## config.mk

```make
export PLATFORM = sky130hd
export DESIGN_NAME = umer_reporter
export DESIGN_NICKNAME = d
export VERILOG_FILES = /design/src/inc/umer_pkg.sv /design/src/design/umer_park_q.sv /design/src/design/umer_reporter.sv
export SDC_FILE = /design/constraint.sdc
export NUM_CORES = 1
export LEC_CHECK = 0
export ABC_AREA = 1
export BUFFER_PORTS_ARGS = -buffer_cell sky130_fd_sc_hd__buf_2
export CELL_PAD_IN_SITES_DETAIL_PLACEMENT = 1
export CELL_PAD_IN_SITES_GLOBAL_PLACEMENT = 1
export CORE_UTILIZATION = 47
export CTS_BUF_LIST = sky130_fd_sc_hd__clkbuf_8
export DETAILED_ROUTE_END_ITERATION = 10
export GPL_TIMING_DRIVEN = 0
export PLACE_DENSITY_LB_ADDON = 0.1
export REMOVE_ABC_BUFFERS = 1
export SYNTH_ARGS = -nofsm -noshare
export SYNTH_HDL_FRONTEND = slang
export SYNTH_SLANG_ARGS = --single-unit
```

## constraint.sdc

```tcl
create_clock -name pclk -period 4.5 [get_ports pclk]
set_clock_uncertainty 0.2 [all_clocks]
set_input_delay 0.225 -clock pclk [delete_from_list [all_inputs] [get_ports pclk]]
set_output_delay 0.225 -clock pclk [all_outputs]
set_load 0.02 [all_outputs]
```

## src/inc/umer_pkg.sv

```systemverilog
// Constants for the unsolicited modem event reporter: register map, field
// positions, reset values, report reason codes and controller states.
// Assumes a 32-bit APB slave with byte addresses on paddr[7:0].
package umer_pkg;

  // Register byte offsets
  localparam logic [7:0] ADDR_MCTL  = 8'h00;
  localparam logic [7:0] ADDR_PARK  = 8'h04;
  localparam logic [7:0] ADDR_FLAG  = 8'h08;
  localparam logic [7:0] ADDR_IMASK = 8'h0c;
  localparam logic [7:0] ADDR_LASTP = 8'h10;
  localparam logic [7:0] ADDR_LASTA = 8'h14;
  localparam logic [7:0] ADDR_LINES = 8'h18;

  // Modem control parameter word: mask enable and qualifying mask bits
  localparam int MASK_EN_BIT = 16;
  localparam int MASK_LSB    = 17;
  localparam int NUM_LINES   = 7;

  // First parameter longword layout
  localparam int PARAM_REASON_LSB  = 0;
  localparam int PARAM_DETAIL_LSB  = 8;
  localparam int PARAM_PRESENT_BIT = 8;
  localparam int PARAM_STATUS_LSB  = 9;
  localparam logic [7:0] REASON_MODEM = 8'h01;
  localparam logic [7:0] REASON_CABLE = 8'h02;

  // Flag / interrupt status bit positions
  localparam int FLAG_PARK_OVF_BIT           = 0;
  localparam int FLAG_RESPONSE_AVAILABLE_BIT = 14;
  localparam logic [31:0] FLAG_USED          = 32'h0000_4001;

  // Reset values
  localparam logic [31:0] MCTL_RST  = 32'h0000_0000;
  localparam logic [31:0] IMASK_RST = 32'h0000_0000;
  localparam logic [31:0] FLAG_RST  = 32'h0000_0000;

  typedef enum logic [1:0] {ST_IDLE, ST_FILL, ST_QUEUE} umer_state_t;

endpackage : umer_pkg

```

## src/design/umer_park_q.sv

```systemverilog
// Queue of parked report block addresses handed in by the host.
// Assumes push is never asserted while full and pop never while empty.
`timescale 1ns/1ps
module umer_park_q #(
  parameter int WIDTH = 32,
  parameter int DEPTH = 4
) (
  input  wire logic                       pclk,
  input  wire logic                       presetn,
  input  wire logic                       push,
  input  wire logic [WIDTH-1:0]           push_data,
  input  wire logic                       pop,
  output logic      [WIDTH-1:0]           head,
  output logic                            empty,
  output logic                            full,
  output logic      [$clog2(DEPTH):0]     count
);
  localparam int AW = $clog2(DEPTH);

  // Pointer wrap relies on a power-of-two depth
  if (DEPTH < 2 || (1 << AW) != DEPTH || WIDTH < 1) begin : g_param_chk
    $error("umer_park_q: DEPTH must be a power of two of at least 2");
  end

  logic [WIDTH-1:0] mem_r [DEPTH];
  logic [AW:0]      wr_ptr_r;
  logic [AW:0]      rd_ptr_r;

  always_ff @(posedge pclk) begin
    if (push) begin
      mem_r[wr_ptr_r[AW-1:0]] <= push_data;
    end
  end

  always_ff @(posedge pclk or negedge presetn) begin
    if (!presetn) begin
      wr_ptr_r <= '0;
      rd_ptr_r <= '0;
    end else begin
      if (push) begin
        wr_ptr_r <= wr_ptr_r + 1'b1;
      end
      if (pop) begin
        rd_ptr_r <= rd_ptr_r + 1'b1;
      end
    end
  end

  assign head  = mem_r[rd_ptr_r[AW-1:0]];
  assign count = wr_ptr_r - rd_ptr_r;
  assign empty = (wr_ptr_r == rd_ptr_r);
  assign full  = (wr_ptr_r[AW-1:0] == rd_ptr_r[AW-1:0]) && (wr_ptr_r[AW] != rd_ptr_r[AW]);

endmodule : umer_park_q

```

## src/design/umer_reporter.sv

```systemverilog
// Unsolicited modem event reporter for one channel, with APB registers.
// Assumes modem lines and cable code are synchronous to pclk and that the
// response list accepts a finished block through resp_valid / resp_ready.
// What this block does
// - Mask byte counts only while the mask enable bit is set.
// - Mask enable clear means no modem line change ever reports.
// - Mask bits 17 to 23 qualify status bits 9 to 15.
// - Parked report blocks stay parked until an unsolicited event occurs.
// - Write the first parameter longword, then queue the block.
// - Reason byte: 01 modem status change, 02 cable code change.
// - Modem report carries current modem status in bits 15 to 9, with bit 8 set.
// - Cable report carries the new cable code in bits 15 to 8.
// - Status bits 9 to 15 in the documented line order.
// - Each queued block sets response-available flag bit 14, may interrupt.
//
// Implementation choices: register access over APB and the register offsets.
`timescale 1ns/1ps
module umer_reporter #(
  parameter int PARK_DEPTH = 4
) (
  input  wire logic                             pclk,
  input  wire logic                             presetn,
  input  wire logic                             psel,
  input  wire logic                             penable,
  input  wire logic                             pwrite,
  input  wire logic [7:0]                       paddr,
  input  wire logic [31:0]                      pwdata,
  output logic      [31:0]                      prdata,
  output logic                                  pready,
  output logic                                  pslverr,
  input  wire logic [umer_pkg::NUM_LINES-1:0]   modem_lines,
  input  wire logic [7:0]                       cable_code,
  output logic                                  resp_valid,
  input  wire logic                             resp_ready,
  output logic      [31:0]                      resp_addr,
  output logic      [31:0]                      resp_param,
  output logic                                  irq
);

  if (PARK_DEPTH < 2 || PARK_DEPTH > 64) begin : g_depth_chk
    $error("umer_reporter: PARK_DEPTH out of range");
  end

  ////////////////////////////////////////////////////////////////////////////
  // Declarations
  localparam int CW = $clog2(PARK_DEPTH) + 1;

  umer_pkg::umer_state_t               state_r;
  logic [31:0]                         mctl_r;
  logic [31:0]                         imask_r;
  logic [31:0]                         flag_r;
  logic [31:0]                         flag_nxt;
  logic [31:0]                         rd_cap_r;
  logic [31:0]                         prdata_r;
  logic                                primed_r;
  logic [umer_pkg::NUM_LINES-1:0]      lines_prev_r;
  logic [7:0]                          cable_prev_r;
  logic                                modem_pend_r;
  logic                                cable_pend_r;
  logic                                rsn_modem_r;
  logic [31:0]                         resp_addr_r;
  logic [31:0]                         resp_param_r;
  logic [umer_pkg::NUM_LINES-1:0]      sig_lines;
  logic                                modem_evt;
  logic                                cable_evt;
  logic                                wr_acc;
  logic                                rd_setup;
  logic                                rd_acc_flag;
  logic                                park_push;
  logic                                park_pop;
  logic                                park_empty;
  logic                                park_full;
  logic [31:0]                         park_head;
  logic [CW-1:0]                       park_count;
  logic                                queued;
  logic                                mapped;

  ////////////////////////////////////////////////////////////////////////////
  // APB decode: zero wait states, read data captured in the setup cycle
  assign pready   = 1'b1;
  assign wr_acc   = psel && penable && pwrite;
  assign rd_setup = psel && !penable && !pwrite;
  assign rd_acc_flag = psel && penable && !pwrite && (paddr == umer_pkg::ADDR_FLAG);
  assign mapped   = (paddr == umer_pkg::ADDR_MCTL)  || (paddr == umer_pkg::ADDR_PARK)  ||
                    (paddr == umer_pkg::ADDR_FLAG)  || (paddr == umer_pkg::ADDR_IMASK) ||
                    (paddr == umer_pkg::ADDR_LASTP) || (paddr == umer_pkg::ADDR_LASTA) ||
                    (paddr == umer_pkg::ADDR_LINES);
  assign pslverr  = psel && penable && !mapped;
  assign prdata   = prdata_r;

  always_ff @(posedge pclk or negedge presetn) begin
    if (!presetn) begin
      prdata_r <= 32'h0000_0000;
      rd_cap_r <= 32'h0000_0000;
    end else if (rd_setup) begin
      rd_cap_r <= (paddr == umer_pkg::ADDR_FLAG) ? flag_r : 32'h0000_0000;
      case (paddr)
        umer_pkg::ADDR_MCTL:  prdata_r <= mctl_r;
        umer_pkg::ADDR_PARK:  prdata_r <= 32'(park_count);
        umer_pkg::ADDR_FLAG:  prdata_r <= flag_r;
        umer_pkg::ADDR_IMASK: prdata_r <= imask_r;
        umer_pkg::ADDR_LASTP: prdata_r <= resp_param_r;
        umer_pkg::ADDR_LASTA: prdata_r <= resp_addr_r;
        umer_pkg::ADDR_LINES: prdata_r <= {22'h00_0000, cable_pend_r, modem_pend_r, modem_lines, 1'b0};
        default:              prdata_r <= 32'h0000_0000;
      endcase
    end
  end

  // Only the mask byte and the interrupt mask are writable
  always_ff @(posedge pclk or negedge presetn) begin
    if (!presetn) begin
      mctl_r  <= umer_pkg::MCTL_RST;
      imask_r <= umer_pkg::IMASK_RST;
    end else if (wr_acc) begin
      if (paddr == umer_pkg::ADDR_MCTL) begin
        mctl_r <= pwdata & 32'h00ff_0000;
      end
      if (paddr == umer_pkg::ADDR_IMASK) begin
        imask_r <= pwdata & umer_pkg::FLAG_USED;
      end
    end
  end

  ////////////////////////////////////////////////////////////////////////////
  // Parked report blocks
  assign park_push = wr_acc && (paddr == umer_pkg::ADDR_PARK) && !park_full;

  umer_park_q #(
    .WIDTH (32),
    .DEPTH (PARK_DEPTH)
  ) u_park_q (
    .pclk      (pclk),
    .presetn   (presetn),
    .push      (park_push),
    .push_data (pwdata),
    .pop       (park_pop),
    .head      (park_head),
    .empty     (park_empty),
    .full      (park_full),
    .count     (park_count)
  );

  ////////////////////////////////////////////////////////////////////////////
  // Event detection
  // Mask gated by enable
  assign sig_lines = mctl_r[umer_pkg::MASK_EN_BIT] ?
                     mctl_r[umer_pkg::MASK_LSB +: umer_pkg::NUM_LINES] : '0;
  assign modem_evt = primed_r && |((modem_lines ^ lines_prev_r) & sig_lines);
  assign cable_evt = primed_r && (cable_code != cable_prev_r);

  // First cycle after reset only learns the line levels, so no false change
  always_ff @(posedge pclk or negedge presetn) begin
    if (!presetn) begin
      primed_r     <= 1'b0;
      lines_prev_r <= '0;
      cable_prev_r <= 8'h00;
    end else begin
      primed_r     <= 1'b1;
      lines_prev_r <= modem_lines;
      cable_prev_r <= cable_code;
    end
  end

  always_ff @(posedge pclk or negedge presetn) begin
    if (!presetn) begin
      modem_pend_r <= 1'b0;
      cable_pend_r <= 1'b0;
    end else begin
      if (modem_evt) begin
        modem_pend_r <= 1'b1;
      end else if (state_r == umer_pkg::ST_FILL && rsn_modem_r) begin
        modem_pend_r <= 1'b0;
      end
      if (cable_evt) begin
        cable_pend_r <= 1'b1;
      end else if (state_r == umer_pkg::ST_FILL && !rsn_modem_r) begin
        cable_pend_r <= 1'b0;
      end
    end
  end

  ////////////////////////////////////////////////////////////////////////////
  // Report sequencer: take a block, write its first longword, queue it
  // Wait for event with block
  assign park_pop = (state_r == umer_pkg::ST_IDLE) && !park_empty && (modem_pend_r || cable_pend_r);
  assign queued   = (state_r == umer_pkg::ST_QUEUE) && resp_ready;

  always_ff @(posedge pclk or negedge presetn) begin
    if (!presetn) begin
      state_r <= umer_pkg::ST_IDLE;
    end else begin
      case (state_r)
        umer_pkg::ST_IDLE:  state_r <= park_pop ? umer_pkg::ST_FILL : umer_pkg::ST_IDLE;
        umer_pkg::ST_FILL:  state_r <= umer_pkg::ST_QUEUE;
        umer_pkg::ST_QUEUE: state_r <= resp_ready ? umer_pkg::ST_IDLE : umer_pkg::ST_QUEUE;
        default:            state_r <= umer_pkg::ST_IDLE;
      endcase
    end
  end

  // Modem changes take priority; a cable change waits for the next block
  always_ff @(posedge pclk or negedge presetn) begin
    if (!presetn) begin
      rsn_modem_r <= 1'b0;
      resp_addr_r <= 32'h0000_0000;
    end else if (park_pop) begin
      rsn_modem_r <= modem_pend_r;
      resp_addr_r <= park_head;
    end
  end

  always_ff @(posedge pclk or negedge presetn) begin
    if (!presetn) begin
      resp_param_r <= 32'h0000_0000;
    end else if (state_r == umer_pkg::ST_FILL) begin
      resp_param_r <= 32'h0000_0000;
      if (rsn_modem_r) begin
        resp_param_r[umer_pkg::PARAM_REASON_LSB +: 8]                   <= umer_pkg::REASON_MODEM;
        resp_param_r[umer_pkg::PARAM_PRESENT_BIT]                       <= 1'b1;
        resp_param_r[umer_pkg::PARAM_STATUS_LSB +: umer_pkg::NUM_LINES] <= modem_lines;
      end else begin
        resp_param_r[umer_pkg::PARAM_REASON_LSB +: 8] <= umer_pkg::REASON_CABLE;
        resp_param_r[umer_pkg::PARAM_DETAIL_LSB +: 8] <= cable_code;
      end
    end
  end

  assign resp_valid = (state_r == umer_pkg::ST_QUEUE);
  assign resp_addr  = resp_addr_r;
  assign resp_param = resp_param_r;

  ////////////////////////////////////////////////////////////////////////////
  // Flags and interrupt: read clears only bits the read returned, set wins
  // Response-available and parked-queue overflow flags
  always_comb begin
    flag_nxt = flag_r;
    if (rd_acc_flag) begin
      flag_nxt = flag_r & ~rd_cap_r;
    end
    if (queued) begin
      flag_nxt[umer_pkg::FLAG_RESPONSE_AVAILABLE_BIT] = 1'b1;
    end
    if (wr_acc && (paddr == umer_pkg::ADDR_PARK) && park_full) begin
      flag_nxt[umer_pkg::FLAG_PARK_OVF_BIT] = 1'b1;
    end
  end

  always_ff @(posedge pclk or negedge presetn) begin
    if (!presetn) begin
      flag_r <= umer_pkg::FLAG_RST;
    end else begin
      flag_r <= flag_nxt;
    end
  end

  assign irq = |(flag_r & imask_r);
endmodule : umer_reporter

```

==> flow_summary.ini <==
[status]
status = complete, no violations

[critical_path]
cp.required_ps = 4750
reg2reg_depth = 7
start_kind = flop
reg2reg_to = u_park_q.rd_ptr_r[2]
r2r_setup_slack_ps = 290
r2r_start = u_park_q.rd_ptr_r[1]
path_class = flop to flop
crit_fanout = 47
arrival_ps = 4460
endpoint_kind = flop

[placed_design]
gp_congestion = 0.772
dpl_cell_area_mm2 = 0.0135
place_ws_ps = -481
place_hpwl_mm = 20.9
port_buffers = 137

[sta]
drv_slew = 0
fmax_mhz = 237
worst_slew_pin_slew_ps = 1100
rsz0062_at_grt = false
post-route-period-util_pct = 93.6
layout_setup_ws_ps = 289
hold_viol_final = 0
finalCriticalPeriod_ps = 4210
worst_slew_margin_rel_pct = 26.5
setup_viol = 0

[routing]
dr_total_vias = 9258
final_antenna_net_count = 0
detail_route.wl_per_cell_um = 19.3
drt-initial-drc-count = 492
drc_errors = 0
vias_per_cell = 5.25
drt_pre_antenna_iters = 5
wl_mm = 34.0

[clocking]
cts_buffers = 49
root_buffer = clkbuf_8
clk_pin_slew_worst_paths_ps = 60
cts_sinks = 303
htreeDepth = 2
cts_setup_buffers = 0
cts_buffer_depth = 3
clk_latency_ps = 580
cts_tree = built

[power_and_ir_drop]
power_frac_seq_pct = 45.1
p_comb_share_pct = 25.3
switching_power_mw = 2.78
p_per_area_mw_per_mm2 = 513
pwr-share-clk_pct = 29.6
swShare_pct = 36.1
intPower_mw = 4.92
leakage_nw = 6.88
peakVddDrop_v = 0.000356

[die]
die_area_mm2 = 0.0272
core_mm2 = 0.0261
fp.dieH_um = 165
die_x_um = 165
initial_utilization_pct = 48.0
row_count = 59
io_pins = 161

[layout]
post-route-cell-area_mm2 = 0.0150
final_util_pct = 57.7
final.fill_count = 2893
nNetsFinal = 1460
n_antenna_cell = 0
seq_area_mm2 = 0.00823
drive_gt1_share_pct = 18.0
area_growth_pct = 20.3
multi_input_area_mm2 = 0.00364

[synthesis]
synthCells = 1194
synth_area_per_cell_um2 = 10.5
synth-seq-area-share_pct = 65.8
synth-warning-count = 0
synth_cell_types = 39
yosys_register_bits = 303
synth.cell_area_mm2 = 0.0125

[global_route]
grt_pass1_vias = 9603
overflow = 0
grtUsageMet3_pct = 3.90
grt_first_pass_wirelength_mm = 53.0
gr-usage-met2_pct = 42.5
antenna_found_initial = 0
use_met1_pct = 35.5
grt.total_usage_pct = 25.8
grt_max_degree = 106
top_usage_layer = met2

[min_path]
hold_path.class = primary input to asynchronous set/reset pin

[flow_run]
maxCapViolations = 0
## through the flow
| step | TNS (ps) | power [mW] | hold slack [ps] | std cells |
|---|---|---|---|---|
| after floorplan | 0 | 4.53 | -271 | 1132 |
| after global placement | -219170 | 5.32 | 150 | 1604 |
| after detailed placement | -9900 | 5.42 | 43.5 | 1615 |
| after CTS | 0 | 7.76 | 1.33 | 1764 |
| after global routing | 0 | 8.12 | 37.6 | 1764 |
| final | 0 | 7.70 | 9.44 | 1764 |
## worst max-delay path: stages (launching register included)
cell,delay (ps)
dfrtp_2,860
clkinvlp_4,670
ha_1,490
nand3_1,140
nand2_2,410
inv_2,910
nand2_1,180
xor2_1,190
## cell families (layout without fill, tap and decap cells)
family | Yosys count | in the layout | share of synthesized area [%]
and+or+nand+nor | 515 | 515 | 17.4
DFF | 303 | 303 | 65.8
AOI/OAI and AO/OA | 209 | 209 | 9.56
buffers and inverters | 152 | 365 | 6.01
adders and majority gates | 8 | 8 | 0.861
xor gates and xnor gates | 5 | 5 | 0.350
other | 2 | 24 | 0.0601
## synth_stat cells, drive strengths merged
| library cell | n | area share (%) |
|---|---|---|
| nand3 | 89 | 3.7 |
| or2 | 3 | 0.15 |
| conb | 2 | 0.060 |
| o21bai | 1 | 0.060 |
| o21ba | 1 | 0.080 |
| nand3b | 1 | 0.060 |
| and2 | 1 | 0.070 |
| o211ai | 5 | 0.30 |
| a22o | 1 | 0.070 |
| nor2 | 93 | 3.0 |
| nor3 | 1 | 0.13 |
| o31ai | 8 | 0.48 |
| a21boi | 21 | 1.3 |
| a21oi | 14 | 0.56 |
| dfrtp | 175 | 35 |
| fa | 1 | 0.16 |
| ha | 7 | 0.70 |
| xor2 | 3 | 0.21 |
| buf | 61 | 3.3 |
| nand4 | 4 | 0.20 |
| inv | 68 | 2.0 |
| clkbuf | 23 | 0.69 |
| nand2 | 323 | 10 |
| edfxtp | 128 | 31 |
| xnor2 | 2 | 0.14 |
| o21ai | 116 | 4.6 |
| o22ai | 42 | 2.1 |
## layout by cell type (no fill, tap or decap), types with 16 or more instances in the layout
master,Yosys,routed
o22ai_1,42,42
buf_2,27,136
edfxtp_1,128,128
dfrtp_1,175,173
nand2_2,16,16
nor2_1,88,83
nand2_1,306,306
o21ai_0,101,101
a21boi_0,20,20
clkbuf_8,0,60
dlygate4sd3_1,0,59
conb_1,2,24
nand3_1,88,88
inv_1,62,82
## sequential cells by signal (all words and copies together), names as in the netlist
name and count:
modem_pend_r 1, primed_r 1, cable_prev_r 8, resp_param 10, u_park_q.mem_r 128, u_park_q.rd_ptr_r 3, u_park_q.wr_ptr_r 3, flag_r 32
rd_cap_r 32, rsn_modem_r 1, prdata 32, state_r 2, mctl_r 8, lines_prev_r 7, imask_r 2, cable_pend_r 1
resp_addr 32
## power by group through the flow
stage	sequential (mW)	clock, mW	combinational (mW)
after global routing	3.50	2.45	2.18
final	3.47	2.28	1.95
after CTS	3.47	2.33	1.96
after global placement	3.56	0	1.76
after floorplan	3.62	0	0.908
after detailed placement	3.52	0	1.90
## layout make-up
| class | instances | area share (%) |
|---|---|---|
| inverter | 68 | 1.74 |
| clock inverter | 29 | 0.824 |
| multi-input combinational | 761 | 24.2 |
| timing repair inverter | 1 | 0.0333 |
| sequential | 303 | 54.7 |
| clock buffer | 60 | 5.49 |
| tap | 335 | 2.79 |
| timing repair buffer | 207 | 10.2 |
## routing by layer
layer  vias to the layer above  share of wire, %
met2                       207                49
met5                         -                 0
met4                         0               2.2
met3                        63               3.9
li1                       4356                 -
met1                      4632                45
## worst max-delay path by stage
stage / from / end / slack, ps
CTS: u_park_q.rd_ptr_r[1] / u_park_q.rd_ptr_r[2] / 250
finish: u_park_q.rd_ptr_r[1] / u_park_q.rd_ptr_r[2] / 290
global placement: u_park_q.rd_ptr_r[1] / u_park_q.mem_r[0][30] / -1890
floorplan: u_park_q.rd_ptr_r[0] / u_park_q.mem_r[0][0] / 630
detailed placement: u_park_q.rd_ptr_r[1] / u_park_q.rd_ptr_r[2] / -480
global route: u_park_q.rd_ptr_r[1] / u_park_q.rd_ptr_r[2] / 60
## timing repair
action	4_1_cts	5_1_grt
endpoints found under the hold margin	263	0
hold buffers	59	0
resized for setup	2	0
setup endpoints to repair	51	0
Power figures use the tool's default switching activity.
